## config.mk

```make
export PLATFORM = sky130hd
export DESIGN_NAME = epil_top
export DESIGN_NICKNAME = d
export VERILOG_FILES = /design/src/rtl/epil_pkg.sv /design/src/rtl/epil_edge_det.sv /design/src/rtl/epil_top.sv
export SDC_FILE = /design/constraint.sdc
export NUM_CORES = 1
export LEC_CHECK = 0
export BUFFER_PORTS_ARGS = -buffer_cell sky130_fd_sc_hd__buf_2
export CORE_MARGIN = 2
export CORE_UTILIZATION = 30
export DETAILED_ROUTE_END_ITERATION = 16
export SLEW_MARGIN = 15
export SYNTH_ARGS = -nofsm -noshare
export SYNTH_HDL_FRONTEND = slang
export SYNTH_SLANG_ARGS = --single-unit
export TNS_END_PERCENT = 5
```

## constraint.sdc

```tcl
create_clock -name core_clk_i -period 2.06 [get_ports core_clk_i]
set_input_delay 0.618 -clock core_clk_i [delete_from_list [all_inputs] [get_ports core_clk_i]]
set_output_delay 0.618 -clock core_clk_i [all_outputs]
set_load 0.02 [all_outputs]
```

## src/rtl/epil_pkg.sv

```systemverilog
// Package of register offsets, field layouts and reset values for the external pin interrupt logic.
// What this block does
// [RL1] Falling edge on nmi pin requests nmi.
// [RL2] Nmi is highest priority, ignores mask bit.
// [RL3] Request 3 polarity bit: 0 falling, 1 rising.
// [RL4] Request 0 polarity bit: 0 falling, 1 rising.
// [RL5] Edge register reserved bits read 0,111,00.
// [RL6] Four request pins, distinct vectors, independent detection.
// [RL7] Enabled request pin edge sets pending flag.
// [RL8] Accepting request interrupt sets cpu mask bit.
// [RL9] Each request pin has own enable bit.
// [RL10] Six wakeup pins share vector, own polarity.
// [RL11] Enabled wakeup pin edge sets wakeup flag.
// [RL12] One group enable masks all wakeup pins.
// [RL13] Flags stay set until software writes zero.
package epil_pkg;

  // ----------------------------------------------------------------
  // Register offsets
  // ----------------------------------------------------------------
  localparam logic [7:0] EPIL_OFS_EDGE1  = 8'h00;
  localparam logic [7:0] EPIL_OFS_EDGE2  = 8'h04;
  localparam logic [7:0] EPIL_OFS_ENABLE = 8'h08;
  localparam logic [7:0] EPIL_OFS_REQFLG = 8'h0c;
  localparam logic [7:0] EPIL_OFS_WKPFLG = 8'h10;
  localparam logic [7:0] EPIL_OFS_REQFN  = 8'h14;
  localparam logic [7:0] EPIL_OFS_WKPFN  = 8'h18;
  localparam logic [7:0] EPIL_OFS_STATUS = 8'h1c;
  localparam logic [7:0] EPIL_OFS_MASK   = 8'h20;
  localparam logic [7:0] EPIL_OFS_CCR    = 8'h24;

  // ----------------------------------------------------------------
  // Field layout
  // ----------------------------------------------------------------
  localparam int EPIL_NREQ = 4;
  localparam int EPIL_NWKP = 6;
  localparam int EPIL_BIT_REQ3 = 3;
  localparam int EPIL_BIT_REQ0 = 0;
  localparam int EPIL_BIT_WKEN = 5;
  localparam int EPIL_BIT_IMASK = 7;
  localparam logic [7:0] EPIL_EDGE1_WMASK = 8'h09;
  localparam logic [7:0] EPIL_EDGE1_FIXED = 8'h70;
  localparam logic [7:0] EPIL_ENABLE_WMASK = 8'h2f;
  localparam int EPIL_ST_NMI = 0;
  localparam int EPIL_ST_REQ = 1;
  localparam int EPIL_ST_WKP = 2;
  localparam int EPIL_NST = 3;

  // ----------------------------------------------------------------
  // Reset values and answers
  // ----------------------------------------------------------------
  localparam logic [7:0] EPIL_RST_BYTE = 8'h00;
  localparam logic [1:0] EPIL_RESP_OKAY = 2'b00;
  localparam logic [1:0] EPIL_RESP_SLVERR = 2'b10;

  // Interrupt source codes presented to the core.
  typedef enum logic [2:0] {
    EPIL_VEC_NONE = 3'b000,
    EPIL_VEC_NMI  = 3'b001,
    EPIL_VEC_REQ0 = 3'b010,
    EPIL_VEC_REQ1 = 3'b011,
    EPIL_VEC_REQ2 = 3'b100,
    EPIL_VEC_REQ3 = 3'b101,
    EPIL_VEC_WKP  = 3'b110
  } epil_vec_e;

endpackage

```

## src/rtl/epil_edge_det.sv

```systemverilog
// Synchroniser and selectable edge detector for a group of pins.
module epil_edge_det #(
  parameter int WIDTH = 4
) (
  input  wire logic             core_clk_i,
  input  wire logic             rst_i,
  input  wire logic [WIDTH-1:0] pin_i,
  input  wire logic [WIDTH-1:0] rise_sel_i,
  output logic      [WIDTH-1:0] edge_o
);

  typedef struct packed {
    logic [WIDTH-1:0] meta;
    logic [WIDTH-1:0] sync;
    logic [WIDTH-1:0] last;
  } epil_det_s;

  epil_det_s s_q;
  epil_det_s s_d;

  // ----------------------------------------------------------------
  // Synchroniser and previous level
  // ----------------------------------------------------------------
  // Pins idle high; resetting to ones avoids a false falling edge after reset.
  always_comb begin
    s_d      = s_q;
    s_d.meta = pin_i;
    s_d.sync = s_q.meta;
    s_d.last = s_q.sync;
  end

  always_ff @(posedge core_clk_i) begin
    if (rst_i) begin
      s_q <= '1;
    end else begin
      s_q <= s_d;
    end
  end

  // ----------------------------------------------------------------
  // Edge select
  // ----------------------------------------------------------------
  // A one in rise_sel picks the rising edge, a zero the falling edge.
  always_comb begin
    for (int i = 0; i < WIDTH; i++) begin
      edge_o[i] = rise_sel_i[i] ? (s_q.sync[i] & ~s_q.last[i]) : (~s_q.sync[i] & s_q.last[i]);
    end
  end

endmodule

```

## src/rtl/epil_top.sv

```systemverilog
// External pin interrupt logic with an AXI4-Lite register slave.
//
// The implementer's own choices: register access over AXI4-Lite and the register offsets.
module epil_top
  import epil_pkg::*;
(
  input  wire logic                  core_clk_i,
  input  wire logic                  rst_i,
  input  wire logic                  nmi_n_i,
  input  wire logic [EPIL_NREQ-1:0]  req_pin_i,
  input  wire logic [EPIL_NWKP-1:0]  wakeup_pin_i,
  input  wire logic                  int_ack_i,
  input  wire logic [2:0]            ack_vec_i,
  output logic                       int_req_o,
  output epil_pkg::epil_vec_e        int_vec_o,
  output logic                       nmi_req_o,
  output logic                       cpu_imask_o,
  output logic                       irq_o,
  input  wire logic [7:0]            s_axi_awaddr,
  input  wire logic                  s_axi_awvalid,
  output logic                       s_axi_awready,
  input  wire logic [31:0]           s_axi_wdata,
  input  wire logic [3:0]            s_axi_wstrb,
  input  wire logic                  s_axi_wvalid,
  output logic                       s_axi_wready,
  output logic [1:0]                 s_axi_bresp,
  output logic                       s_axi_bvalid,
  input  wire logic                  s_axi_bready,
  input  wire logic [7:0]            s_axi_araddr,
  input  wire logic                  s_axi_arvalid,
  output logic                       s_axi_arready,
  output logic [31:0]                s_axi_rdata,
  output logic [1:0]                 s_axi_rresp,
  output logic                       s_axi_rvalid,
  input  wire logic                  s_axi_rready
);

  import epil_pkg::*;

  typedef struct packed {
    logic                 aw_held;
    logic [7:0]           aw_addr;
    logic                 w_held;
    logic [31:0]          w_data;
    logic [3:0]           w_strb;
    logic                 bvalid;
    logic [1:0]           bresp;
    logic                 rvalid;
    logic [1:0]           rresp;
    logic [31:0]          rdata;
    logic [7:0]           edge1;
    logic [EPIL_NWKP-1:0] edge2;
    logic [7:0]           enable;
    logic [EPIL_NREQ-1:0] req_flag;
    logic [EPIL_NWKP-1:0] wkp_flag;
    logic [EPIL_NREQ-1:0] req_fn;
    logic [EPIL_NWKP-1:0] wkp_fn;
    logic                 nmi_pend;
    logic                 imask;
    logic [EPIL_NST-1:0]  status;
    logic [EPIL_NST-1:0]  mask;
    logic                 int_req;
    epil_vec_e            vec;
    logic                 nmi_req;
  } epil_s;

  epil_s s_q;
  epil_s s_d;

  logic [EPIL_NREQ-1:0] req_edge;
  logic [EPIL_NWKP-1:0] wkp_edge;
  logic [0:0]           nmi_edge;
  logic [EPIL_NREQ-1:0] req_rise_sel;

  // Only polarity bits for pins 3 and 0 exist; pins 2 and 1 stay falling.
  assign req_rise_sel = {s_q.edge1[EPIL_BIT_REQ3], 2'b00, s_q.edge1[EPIL_BIT_REQ0]}; // [RL3] [RL4]

  // ----------------------------------------------------------------
  // Pin edge detection
  // ----------------------------------------------------------------
  epil_edge_det #(.WIDTH(1)) u_nmi_det (
    .core_clk_i (core_clk_i),
    .rst_i      (rst_i),
    .pin_i      (nmi_n_i),
    .rise_sel_i (1'b0),
    .edge_o     (nmi_edge)
  ); // [RL1]

  epil_edge_det #(.WIDTH(EPIL_NREQ)) u_req_det (
    .core_clk_i (core_clk_i),
    .rst_i      (rst_i),
    .pin_i      (req_pin_i),
    .rise_sel_i (req_rise_sel),
    .edge_o     (req_edge)
  ); // [RL6]

  epil_edge_det #(.WIDTH(EPIL_NWKP)) u_wkp_det (
    .core_clk_i (core_clk_i),
    .rst_i      (rst_i),
    .pin_i      (wakeup_pin_i),
    .rise_sel_i (s_q.edge2),
    .edge_o     (wkp_edge)
  ); // [RL10]

  // Merges a written byte into a register under a writable-bit mask.
  function automatic logic [7:0] wr_byte(input logic [7:0] old, input logic [7:0] nv, input logic [7:0] wm);
    wr_byte = (old & ~wm) | (nv & wm);
  endfunction

  // ----------------------------------------------------------------
  // Next state
  // ----------------------------------------------------------------
  logic                 wr_go;
  logic                 wr_hit;
  logic [7:0]           wb;
  logic [EPIL_NREQ-1:0] req_active;
  logic                 wkp_active;
  logic [EPIL_NST-1:0]  ev;
  logic [7:0]           rd_byte;
  logic                 rd_hit;

  always_comb begin
    s_d        = s_q;
    wr_go      = 1'b0;
    wr_hit     = 1'b1;
    wb         = s_q.w_data[7:0];
    rd_byte    = EPIL_RST_BYTE;
    rd_hit     = 1'b1;
    req_active = '0;
    wkp_active = 1'b0;
    ev         = '0;

    // Address and data channels are taken independently and held.
    if (s_axi_awvalid && !s_q.aw_held) begin
      s_d.aw_held = 1'b1;
      s_d.aw_addr = s_axi_awaddr;
    end
    if (s_axi_wvalid && !s_q.w_held) begin
      s_d.w_held = 1'b1;
      s_d.w_data = s_axi_wdata;
      s_d.w_strb = s_axi_wstrb;
    end
    if (s_q.bvalid && s_axi_bready) begin
      s_d.bvalid = 1'b0;
    end

    // Flags are sticky; the edge set is applied after the software clear so the set wins.
    if (s_q.aw_held && s_q.w_held && !s_q.bvalid) begin
      wr_go       = 1'b1;
      s_d.aw_held = 1'b0;
      s_d.w_held  = 1'b0;
      s_d.bvalid  = 1'b1;
      if (s_q.w_strb[0]) begin
        case (s_q.aw_addr)
          EPIL_OFS_EDGE1:  s_d.edge1 = wr_byte(s_q.edge1, wb, EPIL_EDGE1_WMASK);
          EPIL_OFS_EDGE2:  s_d.edge2 = wb[EPIL_NWKP-1:0];
          EPIL_OFS_ENABLE: s_d.enable = wr_byte(s_q.enable, wb, EPIL_ENABLE_WMASK);
          EPIL_OFS_REQFLG: s_d.req_flag = s_q.req_flag & wb[EPIL_NREQ-1:0]; // [RL13]
          EPIL_OFS_WKPFLG: s_d.wkp_flag = s_q.wkp_flag & wb[EPIL_NWKP-1:0]; // [RL13]
          EPIL_OFS_REQFN:  s_d.req_fn = wb[EPIL_NREQ-1:0];
          EPIL_OFS_WKPFN:  s_d.wkp_fn = wb[EPIL_NWKP-1:0];
          EPIL_OFS_STATUS: s_d.status = s_q.status & ~wb[EPIL_NST-1:0];
          EPIL_OFS_MASK:   s_d.mask = wb[EPIL_NST-1:0];
          EPIL_OFS_CCR:    s_d.imask = wb[EPIL_BIT_IMASK];
          default:         wr_hit = 1'b0;
        endcase
      end else begin
        case (s_q.aw_addr)
          EPIL_OFS_EDGE1, EPIL_OFS_EDGE2, EPIL_OFS_ENABLE, EPIL_OFS_REQFLG, EPIL_OFS_WKPFLG,
          EPIL_OFS_REQFN, EPIL_OFS_WKPFN, EPIL_OFS_STATUS, EPIL_OFS_MASK, EPIL_OFS_CCR: wr_hit = 1'b1;
          default: wr_hit = 1'b0;
        endcase
      end
      s_d.bresp = wr_hit ? EPIL_RESP_OKAY : EPIL_RESP_SLVERR;
    end

    // Pin events set pending flags only when the pin works as an interrupt input.
    s_d.req_flag = s_d.req_flag | (req_edge & s_q.req_fn); // [RL7]
    s_d.wkp_flag = s_d.wkp_flag | (wkp_edge & s_q.wkp_fn); // [RL11]
    if (nmi_edge[0]) begin
      s_d.nmi_pend = 1'b1; // [RL1]
    end

    ev[EPIL_ST_NMI] = nmi_edge[0];
    ev[EPIL_ST_REQ] = |(req_edge & s_q.req_fn);
    ev[EPIL_ST_WKP] = |(wkp_edge & s_q.wkp_fn);
    s_d.status = s_d.status | ev;

    // Core acceptance: any accepted source code (nmi, request or wakeup) sets the mask bit; flags stay for software.
    if (int_ack_i && s_q.int_req) begin
      if (ack_vec_i == EPIL_VEC_NMI) begin
        // A fresh edge in the acceptance cycle stays pending, so the set wins.
        s_d.nmi_pend = nmi_edge[0];
      end
      if (ack_vec_i != EPIL_VEC_NONE) begin
        s_d.imask = 1'b1; // [RL8]
      end
    end

    // Priority: nmi first regardless of the mask, then request 0..3, then wakeup group.
    req_active = s_d.req_flag & s_q.enable[EPIL_NREQ-1:0]; // [RL9]
    wkp_active = (|s_d.wkp_flag) & s_q.enable[EPIL_BIT_WKEN]; // [RL12]
    s_d.nmi_req = s_d.nmi_pend;
    s_d.int_req = 1'b0;
    s_d.vec     = EPIL_VEC_NONE;
    if (s_d.nmi_pend) begin
      s_d.int_req = 1'b1; // [RL2]
      s_d.vec     = EPIL_VEC_NMI;
    end else if (!s_d.imask) begin
      if (req_active[0]) begin
        s_d.int_req = 1'b1; // [RL6]
        s_d.vec     = EPIL_VEC_REQ0;
      end else if (req_active[1]) begin
        s_d.int_req = 1'b1;
        s_d.vec     = EPIL_VEC_REQ1;
      end else if (req_active[2]) begin
        s_d.int_req = 1'b1;
        s_d.vec     = EPIL_VEC_REQ2;
      end else if (req_active[3]) begin
        s_d.int_req = 1'b1;
        s_d.vec     = EPIL_VEC_REQ3;
      end else if (wkp_active) begin
        s_d.int_req = 1'b1; // [RL10]
        s_d.vec     = EPIL_VEC_WKP;
      end
    end

    // Read channel.
    if (s_q.rvalid && s_axi_rready) begin
      s_d.rvalid = 1'b0;
    end
    if (s_axi_arvalid && !s_q.rvalid) begin
      case (s_axi_araddr)
        EPIL_OFS_EDGE1:  rd_byte = (s_q.edge1 & EPIL_EDGE1_WMASK) | EPIL_EDGE1_FIXED; // [RL5]
        EPIL_OFS_EDGE2:  rd_byte = {2'b00, s_q.edge2};
        EPIL_OFS_ENABLE: rd_byte = s_q.enable;
        EPIL_OFS_REQFLG: rd_byte = {4'h0, s_q.req_flag};
        EPIL_OFS_WKPFLG: rd_byte = {2'b00, s_q.wkp_flag};
        EPIL_OFS_REQFN:  rd_byte = {4'h0, s_q.req_fn};
        EPIL_OFS_WKPFN:  rd_byte = {2'b00, s_q.wkp_fn};
        EPIL_OFS_STATUS: rd_byte = {5'h00, s_q.status};
        EPIL_OFS_MASK:   rd_byte = {5'h00, s_q.mask};
        EPIL_OFS_CCR:    rd_byte = {s_q.imask, 7'h00};
        default:         rd_hit = 1'b0;
      endcase
      s_d.rvalid = 1'b1;
      s_d.rdata  = {24'h00_0000, rd_byte};
      s_d.rresp  = rd_hit ? EPIL_RESP_OKAY : EPIL_RESP_SLVERR;
    end
  end

  // ----------------------------------------------------------------
  // State register
  // ----------------------------------------------------------------
  always_ff @(posedge core_clk_i) begin
    if (rst_i) begin
      s_q       <= '0;
      s_q.edge1 <= EPIL_EDGE1_FIXED;
      s_q.vec   <= EPIL_VEC_NONE;
    end else begin
      s_q <= s_d;
    end
  end

  // ----------------------------------------------------------------
  // Outputs
  // ----------------------------------------------------------------
  assign s_axi_awready = !s_q.aw_held;
  assign s_axi_wready  = !s_q.w_held;
  assign s_axi_bvalid  = s_q.bvalid;
  assign s_axi_bresp   = s_q.bresp;
  assign s_axi_arready = !s_q.rvalid;
  assign s_axi_rvalid  = s_q.rvalid;
  assign s_axi_rdata   = s_q.rdata;
  assign s_axi_rresp   = s_q.rresp;
  assign int_req_o     = s_q.int_req;
  assign int_vec_o     = s_q.vec;
  assign nmi_req_o     = s_q.nmi_req;
  assign cpu_imask_o   = s_q.imask;
  assign irq_o         = |(s_q.status & s_q.mask);

endmodule

```

# == Word level (Yosys, flattened, before mapping) ==
# Cells that the tools add are included.
# totals
in_bits,74
wordCells,178
reg_bits,120
# op_classes
n_mux,41
reduce_logical,32
eq_ne,19
bitwise,52
# op_table
operator,count
8-bit one-hot mux with 10 select lines,1
"8-bit by 5-bit equality test with 1-bit output, second input constant",8
20-bit 2-to-1 mux,2
4-bit 2-to-1 mux,9
35-bit 2-to-1 mux,1
"8-bit by 4-bit equality test with 1-bit output, second input constant",4
"8-bit by 6-bit equality test with 1-bit output, second input constant",4
1-bit AND,20
10-bit OR reduction,2
1-bit inverter,19
1-bit 2-to-1 mux,18
3-bit AND reduction,6
"8-bit by 3-bit equality test with 1-bit output, second input constant",2
8-bit zero test,2
7-bit 2-to-1 mux,2
4-bit AND,3
6-bit AND,2
6-bit 2-to-1 mux,2
6-bit OR reduction,2
3-bit 2-to-1 mux,3
1-bit logical AND,8
8-bit by 4-bit OR with 8-bit output,1
8-bit by 6-bit OR with 8-bit output,1
3-bit AND,2
other kinds (13),20

# == Longest topological paths before layout ==
# Gate-level depths: netlist (run 1).
# logic_depth
ltp_word,14
depth_mapped,8
ltp_nobuf,6

# == By module ==
# A second synthesis (run 1) with hierarchy kept.
# hier_totals
cells_unflattened,528
hier_area_um2,4830.9
# modules_own_cells
module,cells_per_inst,area_each_um2,seq_area_each_um2,n_inst
epil_top,427,3756.1,1501.4,1
epil_edge_det at u_wkp_det,55,581.8,360.3,1
epil_edge_det at u_req_det,37,391.6,240.2,1
epil_edge_det at u_nmi_det,9,101.3,60.1,1

# == Worst setup path after synthesis (run 1) ==
# OpenSTA, ideal clock, no wires.
# synth_timing
kind,input to register
startpoint,input s_axi_araddr[2]
endpoint,register s_q (netlist bit s_axi_rdata[1])
t_arrival_ps,1912
path_stages,7
n_path_buf,2
setup_time_ps,128
slack_ps,20
path_cell_list,clkbuf_1 > buf_2 > mux2_2 > a32oi_1 > o21ai_0 > a22oi_1 > nor2_1
# synth_between
elab_chain_cells,2
# synth_lines
element,line_no,source
from (decl),epil_top.sv:29,"input wire logic [7:0] s_axi_araddr,"
"8-bit by 6-bit equality test with 1-bit output, or another cell as far along",epil_top.sv:233,case (s_axi_araddr)
8-bit one-hot mux with 10 select lines (*),epil_top.sv:233,
to (decl),epil_top.sv:67,epil_s s_q;
# Mark *: on every way between the ends. The rest lies on a longest branch, timed or not.
# A chain may end at the register's enable or synchronous reset.

# == Worst setup path after layout (run 1) ==
# layout_timing
startpoint,register s_q[135] (netlist bit)
endpoint,register s_q (netlist bit int_req_o)
# layout_between
elab_chain_cells,14
# layout_lines
element,line_no,source
8-bit by 5-bit equality test with 1-bit output,epil_top.sv:154,case (s_q.aw_addr)
6-bit 2-to-1 mux,epil_top.sv:154,
20-bit 2-to-1 mux,epil_top.sv:153,if (s_q.w_strb[0]) begin
20-bit 2-to-1 mux,epil_top.sv:148,if (s_q.aw_held && s_q.w_held && !s_q.bvalid) begin
6-bit OR,epil_top.sv:179,s_d.wkp_flag = s_d.wkp_flag | (wkp_edge & s_q.wkp_fn);
6-bit OR reduction,epil_top.sv:202,wkp_active = (|s_d.wkp_flag) & s_q.enable[EPIL_BIT_WKEN];
1-bit AND,epil_top.sv:202,
4-bit 2-to-1 mux,epil_top.sv:222,end else if (wkp_active) begin
4-bit 2-to-1 mux,epil_top.sv:219,end else if (req_active[3]) begin
4-bit 2-to-1 mux,epil_top.sv:216,end else if (req_active[2]) begin
4-bit 2-to-1 mux,epil_top.sv:213,end else if (req_active[1]) begin
4-bit 2-to-1 mux,epil_top.sv:210,if (req_active[0]) begin
4-bit 2-to-1 mux (*),epil_top.sv:209,end else if (!s_d.imask) begin
4-bit 2-to-1 mux (*),epil_top.sv:206,if (s_d.nmi_pend) begin
# Marked as above.

==> impl_metrics.json, run 1 <==
{
  "status": "complete, but fails checks",
  "violations": "negative setup slack",
  "fin_crit_ns": 2.10,
  "numCtsBuffers": 9,
  "switching_power_mw": 1.01,
  "ant_nets": 0,
  "die_h_microns": 130,
  "worstPathArrival_ns": 2.34,
  "crit_type": "reg -> reg",
  "whs_ns": 0.410,
  "tightest_slew_ns": 0.538,
  "hp-start": "u_wkp_det.s_d[11]",
  "wirelength_mm": 11.8,
  "n_antenna_cell": 0,
  "io_pins": 122,
  "yosysTopAreaCell": "dfxtp_1",
  "die-width_microns": 130,
  "num_vias": 3904,
  "critPathCaptureType": "register",
  "path_cells": "buf_6 > or4b_4 > nor3_4 > a31oi_4 > a21oi_2 > o21ai_1 > o32a_1",
  "start_kind": "register",
  "hold_end": "u_wkp_det.s_d[5]",
  "hold_buffers": 0,
  "dieArea_sq_um": 16800,
  "clk_pin_slew_ns": 0.07,
  "htree_levels": 3,
  "swShare": 0.229,
  "synth_area_per_cell_sq_um": 8.97,
  "grt_pass1_vias": 3601,
  "layout-drive-gt1-share": 0.303,
  "r2r_start": "s_q[135]",
  "antenna_found_initial": 0,
  "crit_required_ns": 2.30,
  "crit_buf_inv": 1,
  "grt_max_degree": 61,
  "cp_top_family": "simple AND/OR/NAND/NOR gates",
  "first_iter_violations": 225,
  "clock_power_share": 0.410,
  "min_path_cells": 1,
  "synth_cells": 528,
  "grt_pass1_wl_mm": 18.5,
  "areaGrowthSynthToFinish_pct": 21.9,
  "r2r_cells": 7,
  "post-route-period-util": 1.02,
  "p_seq_frac": 0.495,
  "dp_hpwl_mm": 8.82,
  "via_per_inst": 4.71,
  "worstPathMaxFanout": 4,
  "drt-pass1-iter-count": 5,
  "leakagePower_nw": 2.47,
  "core_sq_um": 15300,
  "cts_buffer_depth": 2,
  "cts.sinks": 108,
  "fmax_ghz": 0.476,
  "dp_worst_setup_slack_ns": -0.146,
  "maxCapViolations": 0,
  "mostFrequentLayoutCells": "dfxtp_1, nor2_1, buf_2",
  "ys_ff_latch": 108,
  "grt.overflow.total": 0,
  "synth_cell_type_count": 58,
  "setup_viol": 5,
  "cp_slowest_cell": "or4b_4",
  "cts_tree": "yes",
  "synth_area_sq_um": 4740,
  "final_common_cell": "dfxtp_1",
  "critPathMaxStageDelay_ns": 0.55,
  "ys_seq_area_frac": 0.456,
  "synth_enable_flop_cells": 0,
  "finalHoldViolCount": 0,
  "slew_viol_final": 0,
  "yosys_warnings": 0,
  "cp.depth": 7,
  "dominantRegCellSynth": "dfxtp_1",
  "ff2ff_setup_slack_ns": -0.04,
  "synth_top_area_share": 0.456,
  "nets": 689,
  "hold_class": "reg -> reg",
  "peakVddDrop_v": 0.000556,
  "start_util": 0.309,
  "p_int_mw": 3.41,
  "grt_usage": 0.144,
  "skew_ns": 0.00689,
  "floorplan.rows": 45,
  "root_buffer": "clkbuf_16",
  "power_density_nw_per_um2": 766,
  "r2r_end": "int_req_o",
  "power.share.combinational": 0.095,
  "wire_per_inst_microns": 14.2,
  "place_congestion": 0.880,
  "synth-async-reset-ratio": 0,
  "worst_slack_ns": -0.0389,
  "insertion_delay_ns": 0.35,
  "ys_top_cells_by_area": "dfxtp_1, nor2_1, buf_4",
  "slew_headroom": 0.641,
  "grt_setup_unrepaired": "yes",
  "io_buffer_count": 67,
  "drc": 0
}
[per-stage QoR]
| step | TNS (ns) | std cells | utilization | instance area (sq um) | power, mW |
|---|---|---|---|---|---|
| after CTS | -0.0527 | 826 | 0.371 | 5690 | 4.48 |
| after global routing | -0.822 | 829 | 0.377 | 5780 | 4.63 |
| final | -0.0921 | 829 | 0.377 | 5780 | 4.42 |
| after global placement | -0.344 | 811 | 0.350 | 5360 | 2.64 |
| after floorplan | 0 | 553 | - | 4830 | 2.52 |
| after detailed placement | -0.444 | 811 | 0.350 | 5360 | 2.64 |
[synth_stat cells, drive strengths merged (11+ instances only)]
master / n
a21oi: 38
buf: 46
clkbuf: 16
dfxtp: 108
inv: 12
mux2i: 25
nand2: 19
nand3: 11
nor2: 81
nor2b: 11
nor3: 11
o21ai: 22
or2: 33
[kinds of logic after synthesis]
family,count (synthesis),synth area share
buffers and inverters,74,0.0903
multiplexers,33,0.0742
AND/OR/NAND/NOR,208,0.238
other,1,0.000791
AO/OA/AOI/OAI,104,0.140
flip-flops,108,0.456
[registers in the layout, summed over array words and instances, names as in the netlist, 2 cells and up]
| register | cells |
|---|---|
| s_axi_rdata | 8 |
| u_nmi_det.s_d | 2 |
| req_rise_sel | 2 |
| u_wkp_det.s_d | 12 |
| u_wkp_det.s_q | 6 |
| int_vec_o | 3 |
| s_q | 55 |
| u_req_det.s_d | 8 |
| u_req_det.s_q | 4 |
[how the worst max path moves through the flow]
stage,from,to,slack [ns]
6_report,s_q[135],int_req_o,-0.04
3_3_place_gp,s_q[136],int_req_o,-0.09
4_1_cts,s_q[136],int_req_o,-0.04
5_1_grt,s_q[135],int_req_o,-0.12
3_5_place_dp,s_q[136],int_req_o,-0.15
2_1_floorplan,s_axi_araddr[2],s_axi_rdata[1],0.02
[routing by layer]
layer	wire length, microns	global-route usage
met5	0	0
met4	301	0.0538
met3	758	0.0434
met2	5130	0.216
met1	5560	0.195
[power groups by stage]
| stage | clock, mW | sequential, mW | combinational, mW |
|---|---|---|---|
| 2_1_floorplan | 0 | 2.23 | 0.287 |
| 3_3_place_gp | 0 | 2.23 | 0.401 |
| 3_5_place_dp | 0 | 2.24 | 0.407 |
| 4_1_cts | 1.88 | 2.19 | 0.410 |
| 5_1_grt | 1.97 | 2.20 | 0.463 |
| 6_report | 1.81 | 2.19 | 0.419 |
[what timing repair did]
| action | in CTS | in global routing |
|---|---|---|
| endpoints found under the hold margin | 0 | 0 |
| pin swaps | 1 | 9 |
| setup buffers | 1 | 3 |
| endpoints found under the setup margin | 9 | 20 |
| resized for setup | 2 | 15 |
[cell type report]
| class | instances | area (sq um) |
|---|---|---|
| Fill cell | 1554 | 9540 |
| Multi-Input combinational cell | 371 | 2310 |
| Sequential cell | 108 | 2170 |
| Timing Repair Buffer | 113 | 688 |
| Tap cell | 211 | 264 |
| Clock buffer | 12 | 246 |
| Clock inverter | 2 | 60.1 |
| Inverter | 12 | 45.0 |
No activity file was read; power rests on OpenSTA's default activity.
==> run 2: changes to the inputs <==
==> constraint.sdc (replaced) <==
create_clock -name core_clk_i -period 2.5 [get_ports core_clk_i]
set_input_delay 0.75 -clock core_clk_i [delete_from_list [all_inputs] [get_ports core_clk_i]]
set_output_delay 0.75 -clock core_clk_i [all_outputs]
set_load 0.02 [all_outputs]
==> run 2 against run 1 <==
  * Critical endpoint unchanged
  * Global-route usage is 0.29 points lower
  * Largest cell class unchanged
  * Flip-flop and latch count stayed put
  * Combinational power is 31% lower
  * Final cell count is 4.3% lower
  * Wire length is 3.4% lower
  * Maximum frequency is 6.5% lower
  * Sequential share of layout area is 2.5 points higher
  * Non-clock buffer count is 38 lower
  * Via count is 4.4% lower
  * The run now ends clean
==> impl_metrics.json, run 2 (synthesis results as in run 1) <==
{
  "r2r_start": "s_q[130]",
  "insertion_delay_ns": 0.35,
  "antenna_found_initial": 0,
  "areaGrowthSynthToFinish_pct": 14.2,
  "drc": 0,
  "grt_pass1_wl_mm": 18.2,
  "fin_crit_ns": 2.24,
  "maxCapViolations": 0,
  "regArea_sq_um": 2160,
  "drt-pass1-iter-count": 5,
  "ff2ff_setup_slack_ns": 0.26,
  "grt_max_degree": 102,
  "slew_headroom": 0.656,
  "htree_levels": 3,
  "worstPathMaxFanout": 6,
  "first_iter_violations": 259,
  "critPathMaxStageDelay_ns": 0.41,
  "hold_end": "u_req_det.s_d[1]",
  "io_buffer_count": 67,
  "final_common_cell": "dfxtp_1",
  "io_pins": 122,
  "hp-start": "u_req_det.s_d[5]",
  "largest_reg_flops": 55,
  "start_util": 0.309,
  "numCtsBuffers": 9,
  "grt_setup_unrepaired": "no",
  "setup_viol": 0,
  "p_int_mw": 2.62,
  "p_seq_frac": 0.520,
  "setup-tns-final_ns": 0,
  "nets": 651,
  "dieArea_sq_um": 16800,
  "cts_buffer_depth": 2,
  "clock_power_share": 0.397,
  "hold_class": "reg -> reg",
  "worst_slack_ns": 0.255,
  "root_buffer": "clkbuf_16",
  "postCtsSetupBuffers": 0,
  "worstPathArrival_ns": 2.49,
  "post-route-period-util": 0.898,
  "status": "completed",
  "skew_ns": 0.00486,
  "min_path_cells": 1,
  "floorplan.rows": 45,
  "power.share.combinational": 0.083,
  "wirelength_mm": 11.4,
  "dp_worst_setup_slack_ns": 0.219,
  "place_congestion": 0.914,
  "fin_area_sq_um": 5410,
  "post_cts_resized": 0,
  "die_h_microns": 130,
  "n_antenna_cell": 0,
  "mostFrequentLayoutCells": "dfxtp_1, nor2_1, buf_2",
  "start_kind": "register",
  "multiInputGateArea_sq_um": 2240,
  "finalHoldViolCount": 0,
  "switching_power_mw": 0.873,
  "power_density_nw_per_um2": 645,
  "path_cells": "nor4_4 > nand4_2 > o21ai_1 > and4_1 > a41oi_2 > o32a_1",
  "crit_type": "reg -> reg",
  "grt_usage": 0.141,
  "fmax_ghz": 0.445,
  "swShare": 0.250,
  "die-width_microns": 130,
  "slew_viol_final": 0,
  "leakagePower_nw": 2.26,
  "r2r_end": "int_req_o",
  "cts.sinks": 108,
  "whs_ns": 0.409,
  "r2r_cells": 6,
  "via_per_inst": 4.71,
  "crit_required_ns": 2.74,
  "critPathCaptureType": "register",
  "cts_tree": "yes",
  "cp_slowest_cell": "nor4_4",
  "tightest_slew_ns": 0.515,
  "top_register": "s_q",
  "dp_hpwl_mm": 8.34,
  "clk_pin_slew_ns": 0.07,
  "layout-drive-gt1-share": 0.239,
  "core_sq_um": 15300,
  "wire_per_inst_microns": 14.3,
  "place_area_sq_um": 5120,
  "grt.overflow.total": 0,
  "power_mw": 3.49,
  "fillCellCount": 1583,
  "peakVddDrop_v": 0.000357,
  "grt_pass1_vias": 3534,
  "num_vias": 3732,
  "ant_nets": 0,
  "hold_buffers": 0
}
==> run 2: final cells by class <==
cell class / instances / area share
sequential: 108 / 0.400
tap: 211 / 0.0488
timing repair buffer: 75 / 0.0754
multi-input combinational: 371 / 0.414
clock buffer: 12 / 0.0474
inverter: 12 / 0.00833
clock inverter: 4 / 0.00601
==> run 2: metrics by stage <==
stage,util,std cells
3_3_place_gp,0.334,777
5_1_grt,0.353,793
2_1_floorplan,-,553
4_1_cts,0.353,793
3_5_place_dp,0.334,777
6_report,0.353,793
==> run 2: critical path: cells and delay by family (launching register included) <==
kind,cells,cell delay (ns)
AO/OA/AOI/OAI,3,0.82
AND/OR/NAND/NOR,3,0.93
flip-flops,1,0.39
==> run 2: worst max-delay path by stage <==
| stage | start | endpoint | cells past startpoint |
|---|---|---|---|
| after floorplan | s_axi_araddr[2] | s_axi_rdata[1] | 7 |
| after global placement | s_q[130] | int_req_o | 6 |
| after detailed placement | s_axi_araddr[2] | s_axi_rdata[3] | 7 |
| after CTS | s_q[130] | int_req_o | 6 |
| after global routing | s_q[130] | int_req_o | 6 |
| final | s_q[130] | int_req_o | 6 |
==> run 2: power by group through the flow <==
stage                     logic (mW)  registers, mW  clock network [mW]
after detailed placement       0.291           1.85                   0
after global routing           0.323           1.82                1.50
after CTS                      0.292           1.81                1.43
final                          0.290           1.81                1.39
after floorplan                0.237           1.84                   0
after global placement         0.286           1.85                   0
==> run 2: metal layers <==
layer | routed length [microns] | vias to the layer above | part of all wire | global-route usage
met5 | 0 | - | 0 | 0
met4 | 159 | 0 | 0.014 | 0.0449
met3 | 604 | 11 | 0.053 | 0.0429
met2 | 5050 | 107 | 0.44 | 0.220
met1 | 5540 | 1741 | 0.49 | 0.187
li1 | - | 1873 | - | -
